## src/hdl/headset_detect_pkg.sv

```systemverilog
// Constants, field layouts and carriers of the headset detect controller
package headset_detect_pkg;

  // ********************************
  // Timing
  // ********************************
  localparam int unsigned CLK_HZ = 50_000_000;
  localparam int unsigned DET_MIN_MS = 360;
  localparam int unsigned DET_MAX_MS = 500;
  // Least duration, exact in whole cycles, so it sits inside the window
  localparam int unsigned DET_CYCLES = DET_MIN_MS * (CLK_HZ / 1000);

  // ********************************
  // Serial bus address bytes (write form, read form is plus one)
  // ********************************
  localparam logic [7:0] ADDR_WR_LOW = 8'h76;
  localparam logic [7:0] ADDR_WR_HIGH = 8'h78;

  // ********************************
  // Register offsets
  // ********************************
  localparam logic [7:0] OFS_CTRL = 8'h00;
  localparam logic [7:0] OFS_PRESET = 8'h04;
  localparam logic [7:0] OFS_MANUAL = 8'h08;
  localparam logic [7:0] OFS_STATUS = 8'h0C;
  localparam logic [7:0] OFS_IRQ_STAT = 8'h10;
  localparam logic [7:0] OFS_IRQ_MASK = 8'h14;

  // ********************************
  // Field positions
  // ********************************
  localparam int CTRL_AUTO_DIS = 0;
  localparam int CTRL_MODE_LSB = 1;
  localparam int CTRL_PULL = 3;
  localparam int CTRL_TRIG = 4;
  localparam int ST_PRESENT = 0;
  localparam int ST_POL = 1;
  localparam int ST_BUSY = 2;
  localparam int ST_PIN = 3;
  localparam int IRQ_DONE = 0;

  // ********************************
  // Reset values
  // ********************************
  localparam logic AUTO_DIS_RST = 1'b0;
  localparam logic [1:0] MODE_RST = 2'h0;
  localparam logic PULL_RST = 1'b0;
  localparam logic [2:0] PRESET_RST = 3'h0;
  localparam logic [3:0] MANUAL_RST = 4'h0;
  localparam logic MASK_RST = 1'b0;

  // ********************************
  // Modes and preset codes
  // ********************************
  localparam logic [1:0] IND_PRESENCE = 2'h0;
  localparam logic [1:0] IND_IRQ = 2'h1;
  localparam logic [1:0] IND_OFF = 2'h2;
  localparam logic [2:0] PRE_ISOLATE = 3'h0;
  localparam logic [2:0] PRE_MIC_RING2 = 3'h2;
  localparam logic [2:0] PRE_MIC_SLEEVE = 3'h3;
  localparam logic [2:0] PRE_GND_BOTH = 3'h4;
  localparam logic [2:0] PRE_RING2_ONLY = 3'h5;
  localparam logic [2:0] PRE_SLEEVE_ONLY = 3'h6;
  localparam logic [2:0] PRE_MANUAL = 3'h7;

  // ********************************
  // Carriers
  // ********************************
  typedef struct packed {
    logic mic_ring2;
    logic mic_sleeve;
    logic gnd_ring2;
    logic gnd_sleeve;
  } switch_t;

  typedef struct packed {
    logic present;
    logic mic_sleeve;
  } det_t;

endpackage : headset_detect_pkg

```

## src/hdl/headset_mic_detect_control.sv

```systemverilog
// Detection sequencer, switch routing, indicator and registers
//
// Contract
// Each detection finds whether a microphone is present and on which contact.
// With auto routing on, a found microphone is routed to its contact.
// The microphone ground is routed to the other contact at the same time.
// A detection starts from the bus trigger command or the start input.
// Only a low-to-high edge of the start input starts a detection.
// Software can disable auto routing so results leave the switches alone; the code instead sets the isolation preset after each detection.
// Software can open or close every switch on its own.
// Address bytes 76/77 answer with select low and 78/79 with select high.
// In presence mode the indicator is low from a found microphone until the next result.
// In interrupt mode the indicator signals that new results are ready.
// A detection finishes 360 to 500 ms after it starts.
// The indicator mode is presence, interrupt or disabled.
// With auto routing off the preset returns to isolation after a detection.
// The start input is synchronised and starts during a detection are ignored.
`timescale 1ns/100ps
module headset_mic_detect_control #(
  parameter int unsigned DET_CYCLES = headset_detect_pkg::DET_CYCLES
) (
  // Clock and reset
  input wire logic i_sys_clk,
  input wire logic i_rst_b,
  // APB slave
  input wire logic i_psel,
  input wire logic i_penable,
  input wire logic i_pwrite,
  input wire logic [7:0] i_paddr,
  input wire logic [31:0] i_pwdata,
  output logic [31:0] o_prdata,
  output logic o_pready,
  output logic o_pslverr,
  // Serial address byte from the bus front end
  input wire logic [7:0] i_addr_byte,
  input wire logic i_addr_stb,
  output logic o_addr_ack,
  output logic o_addr_rd,
  // Pins
  input wire logic i_detect_start_input,
  input wire logic i_addr_sel,
  input wire logic i_sense_ring2,
  input wire logic i_sense_sleeve,
  // Open-drain active-low indicator
  input wire logic i_mic_present_n,
  output logic o_mic_present_n,
  output logic o_mic_present_n_oe,
  // Switches and interrupt
  output headset_detect_pkg::switch_t o_sw,
  output logic o_irq
);

  localparam int CNT_W = $clog2(DET_CYCLES + 1);

  typedef enum logic [2:0] {
    ST_IDLE = 3'b001,
    ST_RUN = 3'b010,
    ST_DONE = 3'b100
  } state_t;

  // ********************************
  // Functions
  // ********************************
  function automatic headset_detect_pkg::switch_t sw_of_preset(
    input logic [2:0] code,
    input headset_detect_pkg::switch_t manual
  );
    headset_detect_pkg::switch_t s;
    s = '0;
    unique case (code)
      headset_detect_pkg::PRE_MIC_RING2: begin
        s.mic_ring2 = 1'b1;
        s.gnd_sleeve = 1'b1;
      end
      headset_detect_pkg::PRE_MIC_SLEEVE: begin
        s.mic_sleeve = 1'b1;
        s.gnd_ring2 = 1'b1;
      end
      headset_detect_pkg::PRE_GND_BOTH: begin
        s.gnd_ring2 = 1'b1;
        s.gnd_sleeve = 1'b1;
      end
      headset_detect_pkg::PRE_RING2_ONLY: s.mic_ring2 = 1'b1;
      headset_detect_pkg::PRE_SLEEVE_ONLY: s.mic_sleeve = 1'b1;
      headset_detect_pkg::PRE_MANUAL: s = manual;
      default: s = '0;
    endcase
    return s;
  endfunction : sw_of_preset

  function automatic logic addr_hit(
    input logic [7:0] byte_in,
    input logic sel
  );
    logic [7:0] base;
    base = sel ? headset_detect_pkg::ADDR_WR_HIGH
               : headset_detect_pkg::ADDR_WR_LOW;
    return byte_in[7:1] == base[7:1];
  endfunction : addr_hit

  // ********************************
  // Pin synchronisers
  // ********************************
  // Order: start, addr_sel, ring2 sense, sleeve sense, indicator pin
  logic [4:0] sync_a;
  logic [4:0] sync_b;
  logic start_prev;

  always_ff @(posedge i_sys_clk or negedge i_rst_b) begin
    if (!i_rst_b) begin
      sync_a <= 5'h00;
      sync_b <= 5'h00;
      start_prev <= 1'b0;
    end else begin
      sync_a <= {i_mic_present_n, i_sense_sleeve, i_sense_ring2,
                 i_addr_sel, i_detect_start_input};
      sync_b <= sync_a;
      start_prev <= sync_b[0];
    end
  end

  logic pin_start;
  assign pin_start = sync_b[0] && !start_prev;

  // ********************************
  // APB decode
  // ********************************
  logic setup;
  logic access;
  logic wr;
  logic rd;
  logic mapped;

  assign setup = i_psel && !i_penable;
  assign access = i_psel && i_penable;
  assign wr = access && i_pwrite && mapped;
  assign rd = access && !i_pwrite && mapped;

  always_comb begin
    unique case (i_paddr)
      headset_detect_pkg::OFS_CTRL,
      headset_detect_pkg::OFS_PRESET,
      headset_detect_pkg::OFS_MANUAL,
      headset_detect_pkg::OFS_STATUS,
      headset_detect_pkg::OFS_IRQ_STAT,
      headset_detect_pkg::OFS_IRQ_MASK: mapped = 1'b1;
      default: mapped = 1'b0;
    endcase
  end

  // Zero wait states; an unmapped address is answered with an error
  assign o_pready = access;
  assign o_pslverr = access && !mapped;

  // ********************************
  // Control registers
  // ********************************
  logic auto_dis;
  logic [1:0] ind_mode;
  logic pull_man;
  headset_detect_pkg::switch_t manual;
  logic irq_mask;

  always_ff @(posedge i_sys_clk or negedge i_rst_b) begin
    if (!i_rst_b) begin
      auto_dis <= headset_detect_pkg::AUTO_DIS_RST;
      ind_mode <= headset_detect_pkg::MODE_RST;
      pull_man <= headset_detect_pkg::PULL_RST;
    end else if (wr && i_paddr == headset_detect_pkg::OFS_CTRL) begin
      auto_dis <= i_pwdata[headset_detect_pkg::CTRL_AUTO_DIS];
      ind_mode <= i_pwdata[headset_detect_pkg::CTRL_MODE_LSB +: 2];
      pull_man <= i_pwdata[headset_detect_pkg::CTRL_PULL];
    end
  end

  always_ff @(posedge i_sys_clk or negedge i_rst_b) begin
    if (!i_rst_b) begin
      manual <= headset_detect_pkg::MANUAL_RST;
    end else if (wr && i_paddr == headset_detect_pkg::OFS_MANUAL) begin
      manual <= i_pwdata[3:0];
    end
  end

  always_ff @(posedge i_sys_clk or negedge i_rst_b) begin
    if (!i_rst_b) begin
      irq_mask <= headset_detect_pkg::MASK_RST;
    end else if (wr && i_paddr == headset_detect_pkg::OFS_IRQ_MASK) begin
      irq_mask <= i_pwdata[headset_detect_pkg::IRQ_DONE];
    end
  end

  logic bus_trig;
  assign bus_trig = wr && i_paddr == headset_detect_pkg::OFS_CTRL &&
                    i_pwdata[headset_detect_pkg::CTRL_TRIG];

  // ********************************
  // Detection sequencer
  // ********************************
  state_t state;
  logic [CNT_W-1:0] det_cnt;
  headset_detect_pkg::det_t result;

  always_ff @(posedge i_sys_clk or negedge i_rst_b) begin
    if (!i_rst_b) begin
      state <= ST_IDLE;
      det_cnt <= '0;
    end else begin
      unique case (state)
        ST_IDLE: begin
          // Requests while running are dropped, not queued
          if (bus_trig || pin_start) begin // see
            state <= ST_RUN;
            det_cnt <= '0;
          end
        end
        ST_RUN: begin
          if (det_cnt == CNT_W'(DET_CYCLES - 1)) begin
            state <= ST_DONE;
          end else begin
            det_cnt <= det_cnt + 1'b1;
          end
        end
        ST_DONE: state <= ST_IDLE;
        default: state <= ST_IDLE;
      endcase
    end
  end

  // Sense levels are taken at the end so the jack has settled
  always_ff @(posedge i_sys_clk or negedge i_rst_b) begin
    if (!i_rst_b) begin
      result <= '0;
    end else if (state == ST_DONE) begin
      result.present <= sync_b[2] || sync_b[3];
      result.mic_sleeve <= sync_b[3] && !sync_b[2];
    end
  end

  // ********************************
  // Switch preset
  // ********************************
  logic [2:0] preset;
  logic [2:0] next_preset;

  always_comb begin
    next_preset = preset;
    if (state == ST_DONE) begin
      if (auto_dis) begin
        next_preset = headset_detect_pkg::PRE_ISOLATE;
      end else if (!(sync_b[2] || sync_b[3])) begin
        // Three-pole plug: both contacts to ground
        next_preset = headset_detect_pkg::PRE_GND_BOTH;
      end else if (sync_b[3] && !sync_b[2]) begin
        next_preset = headset_detect_pkg::PRE_MIC_SLEEVE; // see
      end else begin
        next_preset = headset_detect_pkg::PRE_MIC_RING2; // see
      end
    end else if (wr && i_paddr == headset_detect_pkg::OFS_PRESET) begin
      next_preset = i_pwdata[2:0];
    end
  end

  always_ff @(posedge i_sys_clk or negedge i_rst_b) begin
    if (!i_rst_b) begin
      preset <= headset_detect_pkg::PRESET_RST;
    end else begin
      preset <= next_preset;
    end
  end

  always_ff @(posedge i_sys_clk or negedge i_rst_b) begin
    if (!i_rst_b) begin
      o_sw <= '0;
    end else begin
      o_sw <= sw_of_preset(preset, manual);
    end
  end

  // ********************************
  // Interrupt status
  // ********************************
  logic irq_done;
  logic clr_irq;

  assign clr_irq = rd && i_paddr == headset_detect_pkg::OFS_IRQ_STAT;

  // A result in the clearing cycle stays set
  always_ff @(posedge i_sys_clk or negedge i_rst_b) begin
    if (!i_rst_b) begin
      irq_done <= 1'b0;
    end else if (state == ST_DONE) begin
      irq_done <= 1'b1;
    end else if (clr_irq) begin
      irq_done <= 1'b0;
    end
  end

  assign o_irq = irq_done && irq_mask;

  // ********************************
  // Indicator pin
  // ********************************
  logic ind_pull;

  always_comb begin
    unique case (ind_mode)
      headset_detect_pkg::IND_PRESENCE: ind_pull = result.present;
      headset_detect_pkg::IND_IRQ: ind_pull = o_irq;
      default: ind_pull = 1'b0;
    endcase
  end

  always_ff @(posedge i_sys_clk or negedge i_rst_b) begin
    if (!i_rst_b) begin
      o_mic_present_n_oe <= 1'b0;
    end else begin
      o_mic_present_n_oe <= ind_pull || pull_man;
    end
  end

  assign o_mic_present_n = 1'b0;

  // ********************************
  // Serial address match
  // ********************************
  always_ff @(posedge i_sys_clk or negedge i_rst_b) begin
    if (!i_rst_b) begin
      o_addr_ack <= 1'b0;
      o_addr_rd <= 1'b0;
    end else begin
      o_addr_ack <= i_addr_stb && addr_hit(i_addr_byte, sync_b[1]);
      if (i_addr_stb) begin
        o_addr_rd <= i_addr_byte[0];
      end
    end
  end

  // ********************************
  // Read data
  // ********************************
  logic [31:0] rdata;

  always_comb begin
    rdata = 32'h0000_0000;
    unique case (i_paddr)
      headset_detect_pkg::OFS_CTRL: begin
        rdata[headset_detect_pkg::CTRL_AUTO_DIS] = auto_dis;
        rdata[headset_detect_pkg::CTRL_MODE_LSB +: 2] = ind_mode;
        rdata[headset_detect_pkg::CTRL_PULL] = pull_man;
      end
      headset_detect_pkg::OFS_PRESET: rdata[2:0] = preset;
      headset_detect_pkg::OFS_MANUAL: rdata[3:0] = manual;
      headset_detect_pkg::OFS_STATUS: begin
        rdata[headset_detect_pkg::ST_PRESENT] = result.present;
        rdata[headset_detect_pkg::ST_POL] = result.mic_sleeve;
        rdata[headset_detect_pkg::ST_BUSY] = state != ST_IDLE;
        rdata[headset_detect_pkg::ST_PIN] = sync_b[4];
      end
      headset_detect_pkg::OFS_IRQ_STAT:
        rdata[headset_detect_pkg::IRQ_DONE] = irq_done;
      headset_detect_pkg::OFS_IRQ_MASK:
        rdata[headset_detect_pkg::IRQ_DONE] = irq_mask;
      default: rdata = 32'h0000_0000;
    endcase
  end

  // Captured in the setup cycle, so it is stable through the access
  always_ff @(posedge i_sys_clk or negedge i_rst_b) begin
    if (!i_rst_b) begin
      o_prdata <= 32'h0000_0000;
    end else if (setup) begin
      o_prdata <= rdata;
    end
  end

endmodule : headset_mic_detect_control

```

## config.mk

```make
export PLATFORM = sky130hd
export DESIGN_NAME = headset_mic_detect_control
export DESIGN_NICKNAME = d
export VERILOG_FILES = /design/src/hdl/headset_detect_pkg.sv /design/src/hdl/headset_mic_detect_control.sv
export SDC_FILE = /design/constraint.sdc
export NUM_CORES = 1
export LEC_CHECK = 0
export BUFFER_PORTS_ARGS = -buffer_cell sky130_fd_sc_hd__buf_2
export CAP_MARGIN = 20
export CORE_ASPECT_RATIO = 0.75
export CORE_UTILIZATION = 42
export CTS_CLUSTER_DIAMETER = 200
export DETAILED_ROUTE_END_ITERATION = 7
export PLACE_DENSITY = 0.67
export SLEW_MARGIN = 20
export SYNTH_ARGS = -nofsm -noshare
export SYNTH_HDL_FRONTEND = slang
export SYNTH_SLANG_ARGS = --single-unit
```

## constraint.sdc

```tcl
create_clock -name i_sys_clk -period 3.1 [get_ports i_sys_clk]
set_input_delay 0.465 -clock i_sys_clk [delete_from_list [all_inputs] [get_ports i_sys_clk]]
set_output_delay 0.465 -clock i_sys_clk [all_outputs]
set_load 0.02 [all_outputs]
```

==> results by group <==
Worst setup path
  – Kind of critical path: reg2reg
  – CP Data Arrival Time: 2.75 ns
  – Setup crit start: det_cnt[0]$_DFFE_PN0P_
  – RR Startpoint: det_cnt[0]$_DFFE_PN0P_
  – CP endpoint kind: register
  – Startpoint types: register
  – Worst Path Max Fanout: 7
  – CP required: 3.32 ns

Clock tree
  – Post-cts sizing count: 0
  – CTS tree: yes
  – H-Tree Depth: 3
  – Post-CTS Repair Setup Buffers: 0
  – Worst-path clk slew: 0.08 ns
  – Worst-Skew Late Latency: between 0.3 and 0.4 ns
  – Max Root-Sink Buffers: 2
  – Hold_buf cts: 0
  – Clock sink count: 65
  – Clock root buffer: clkbuf_8
  – Num CTS Buffers: 9

GRT
  – Vias in the first global route: between 2000 and 3000
  – Overflow after GRT: 0
  – Pin count of the biggest net entering global routing: 34
  – First-pass GRT wire length: 13410 um
  – Overall routing resource usage: 20.13%
  – Initial antenna violation count: 0

Pwr
  – Worst vdd ir: 0.2579 mV
  – Combinational share of power: 8.7%
  – Clock power frac: 44.0%
  – Power per cell area: 470.9 mW/mm2
  – Leakage power: 1.755 nW
  – Sequential power share: about 47%
  – Total Power: 1.867 mW
  – Switching Share: 26.31%
  – Cell internal pwr: 1.376 mW
  – NetSw: ~500 uW

Drt
  – DR WL/cell: 15.54 um
  – TritonRoute pass-1 iters: 4
  – Final ANT Viol Nets: 0
  – # DRC: 0
  – Via density: 5.600
  – DR iter-0 viols: 223
  – Vias: about 2900
  – DRT Wirelength: 7925 um

STA
  – Final Hold Viols: 0
  – RSZ-0062 raised after global routing: no
  – Period utilization: 81.81%
  – Count of pins over their slew limit: 0
  – Final WS setup: 0.5638 ns
  – Fmax: 394.3 MHz
  – Clk_skew: 0.006361 ns
  – Setup violations, final: 0
  – Setup TNS: 0 ns
  – Post-route minimum period: about 2.5 ns
  – Worst slew pin tran: around 0.83 ns
  – Slew margin rel.: 43.96%

Synth
  – Synthesis Warnings: 0
  – Synth Register Bits: 65
  – Seq/Total Area, Yosys: a little under half
  – Syn Inst Count: 352
  – Mapped cell area: 0.003512 mm2
  – Mean Syn Cell Area: 9.978 um2
  – Yosys cell types: 54

Place
  – Pre-CTS WS: 0.6581 ns
  – Placed cells: roughly 500
  – GPL Wtd Cong: 0.8806
  – HPWL Detailed: between 5000 and 6000 um
  – Port Buf Inserts: 45

Outcome
  – Status: finished clean

Hold path
  – Hold Path Class: in2async

Floorplan
  – Die Ht: 81.20 um
  – Core Area: 0.007988 mm2
  – Row count: 28
  – IO Pins: approximately 100
  – Die X-Extent: 107.6 um
  – Die ar.: roughly 0.0087 mm2
  – Starting Density: 43.97%

Finish
  – Area delta synth->final: 12.90%
  – Final #Nets: 460
  – Share of layout cells above drive strength 1: 23.70%
  – Antenna cells: 0
  – Final std cells w/o fill: between 500 and 600
  – Fillcell total: 747

Job
  – Max_cap viols: 0
[layer usage]
metal | wire length [um] | share of wire, % | global-route usage (%)
met5 | 0 | 0 | 0
met4 | 109 | 1.4 | 6.438
met3 | 499 | 6.3 | 4.575
met2 | 3394 | 43 | 28.53
met1 | 3921 | 49 | 30.10
[worst paths after layout]
check                                           to  cells past startpoint  slack [ns]
max                        det_cnt[22]$_DFFE_PN0P_                      6        0.56
min                           irq_done$_DFFE_PN0P_                      1        0.18
max reg2reg                det_cnt[22]$_DFFE_PN0P_                      6        0.56
min reg2reg                    sync_b[2]$_DFF_PN0_                      0        0.35
max in group asynchronous     state[0]$_DFFE_PN1P_                      2        2.16
min in group i_sys_clk         sync_a[2]$_DFF_PN0_                      1        0.22
[cells by family after synthesis]
logic type | synth area share [%]
AOI/OAI and AO/OA | 18.56
other | 0.1068
adders and majority gates | 0.3562
muxes | 5.629
DFF | 46.35
and+or+nand+nor | 20.48
buffers and inverters | 8.515
[final cells by class]
cell class                      count  area, um2  area share [%]
Inverter                            5      18.77          0.4733
Multi-Input combinational cell    268       1690           42.63
Timing Repair Buffer               51      270.3           6.816
Clock buffer                        9      123.9           3.124
Clock inverter                      7      102.6           2.588
Sequential cell                    65       1628           41.05
Tap cell                          105      131.4           3.313
[cells in the mapped netlist, drive strengths merged]
| cell type | count | area (um2) |
|---|---|---|
| mux4 | 1 | 22.52 |
| nor2b | 1 | 6.260 |
| o21bai | 1 | 7.510 |
| o41ai | 2 | 32.53 |
| nor3 | 13 | 70.07 |
| ha | 1 | 12.51 |
| a21oi | 8 | 40.04 |
| mux2 | 12 | 135.1 |
| and3b | 1 | 8.760 |
| nor2 | 25 | 93.84 |
| o211ai | 1 | 7.510 |
| a32oi | 1 | 8.760 |
| nor4bb | 4 | 40.04 |
| o22ai | 2 | 12.51 |
| o31ai | 27 | 254.0 |
| inv | 5 | 18.77 |
| nor4b | 2 | 17.52 |
| or2 | 2 | 12.51 |
| a211oi | 1 | 7.510 |
| nand3b | 1 | 7.510 |
| or3 | 3 | 18.77 |
| nand2 | 36 | 135.1 |
| clkbuf | 8 | 30.03 |
| o31a | 1 | 8.760 |
| conb | 1 | 3.750 |
| nand2b | 4 | 25.02 |
| a31oi | 10 | 62.56 |
| or4 | 1 | 7.510 |
| o22a | 1 | 8.760 |
| and2 | 5 | 33.78 |
| mux2i | 4 | 40.04 |
| dfstp | 1 | 26.28 |
| nor3b | 2 | 15.01 |
| a41oi | 5 | 62.56 |
| buf | 34 | 250.2 |
| a22o | 1 | 8.760 |
| and3 | 4 | 25.02 |
| nand4bb | 1 | 11.26 |
| o21ai | 26 | 130.1 |
| nand3 | 14 | 70.07 |
| dfrtp | 64 | 1602 |
| nand4 | 8 | 50.05 |
| nor4 | 7 | 71.31 |
[critical path: stages (launching register included)]
cell     delay, ns
dfrtp_1       0.39
ha_1          0.28
nand4_1       0.30
nor4_1        0.81
a31oi_1       0.16
o21ai_0       0.34
o31ai_4       0.12
[per-stage QoR]
stage                     hold WS, ns  util [%]  instance area [um2]
after CTS                      0.1872     49.64                 3965
after floorplan                0.1694         -                 3617
after global routing           0.2024     49.64                 3965
final                          0.1750     49.64                 3965
after detailed placement       0.3370     46.80                 3739
after global placement         0.3333     46.80                 3739
[power by group through the flow]
| stage | clock network, mW | registers [mW] | logic [mW] |
|---|---|---|---|
| 2_1_floorplan | 0 | 0.898 | 0.123 |
| 3_3_place_gp | 0 | 0.898 | 0.160 |
| 3_5_place_dp | 0 | 0.899 | 0.163 |
| 4_1_cts | 0.836 | 0.882 | 0.164 |
| 5_1_grt | 0.875 | 0.885 | 0.183 |
| 6_report | 0.821 | 0.883 | 0.163 |
[layout by cell type, fill, tap and decap left out, types with 4 or more instances in the layout]
cell / n
buf_2: 45
nor2_1: 25
mux2i_1: 4
conb_1: 29
nor4bb_1: 4
nor4_1: 4
nand2_1: 36
a21oi_1: 8
o21ai_0: 23
o31ai_1: 22
nand3_1: 14
clkbuf_8: 9
nand2b_1: 4
a41oi_1: 4
and2_1: 4
and3_1: 4
buf_4: 6
nor3_1: 12
dfrtp_1: 64
inv_1: 5
a31oi_1: 10
nand4_1: 8
mux2_2: 12
[state kept, by name (all words and copies together), names as in the netlist, 3 cells and up]
register  count
state         3
o_prdata      4
sync_a        5
preset        3
det_cnt      25
manual        4
o_sw          4
sync_b        5
Power figures use the tool's default switching activity.
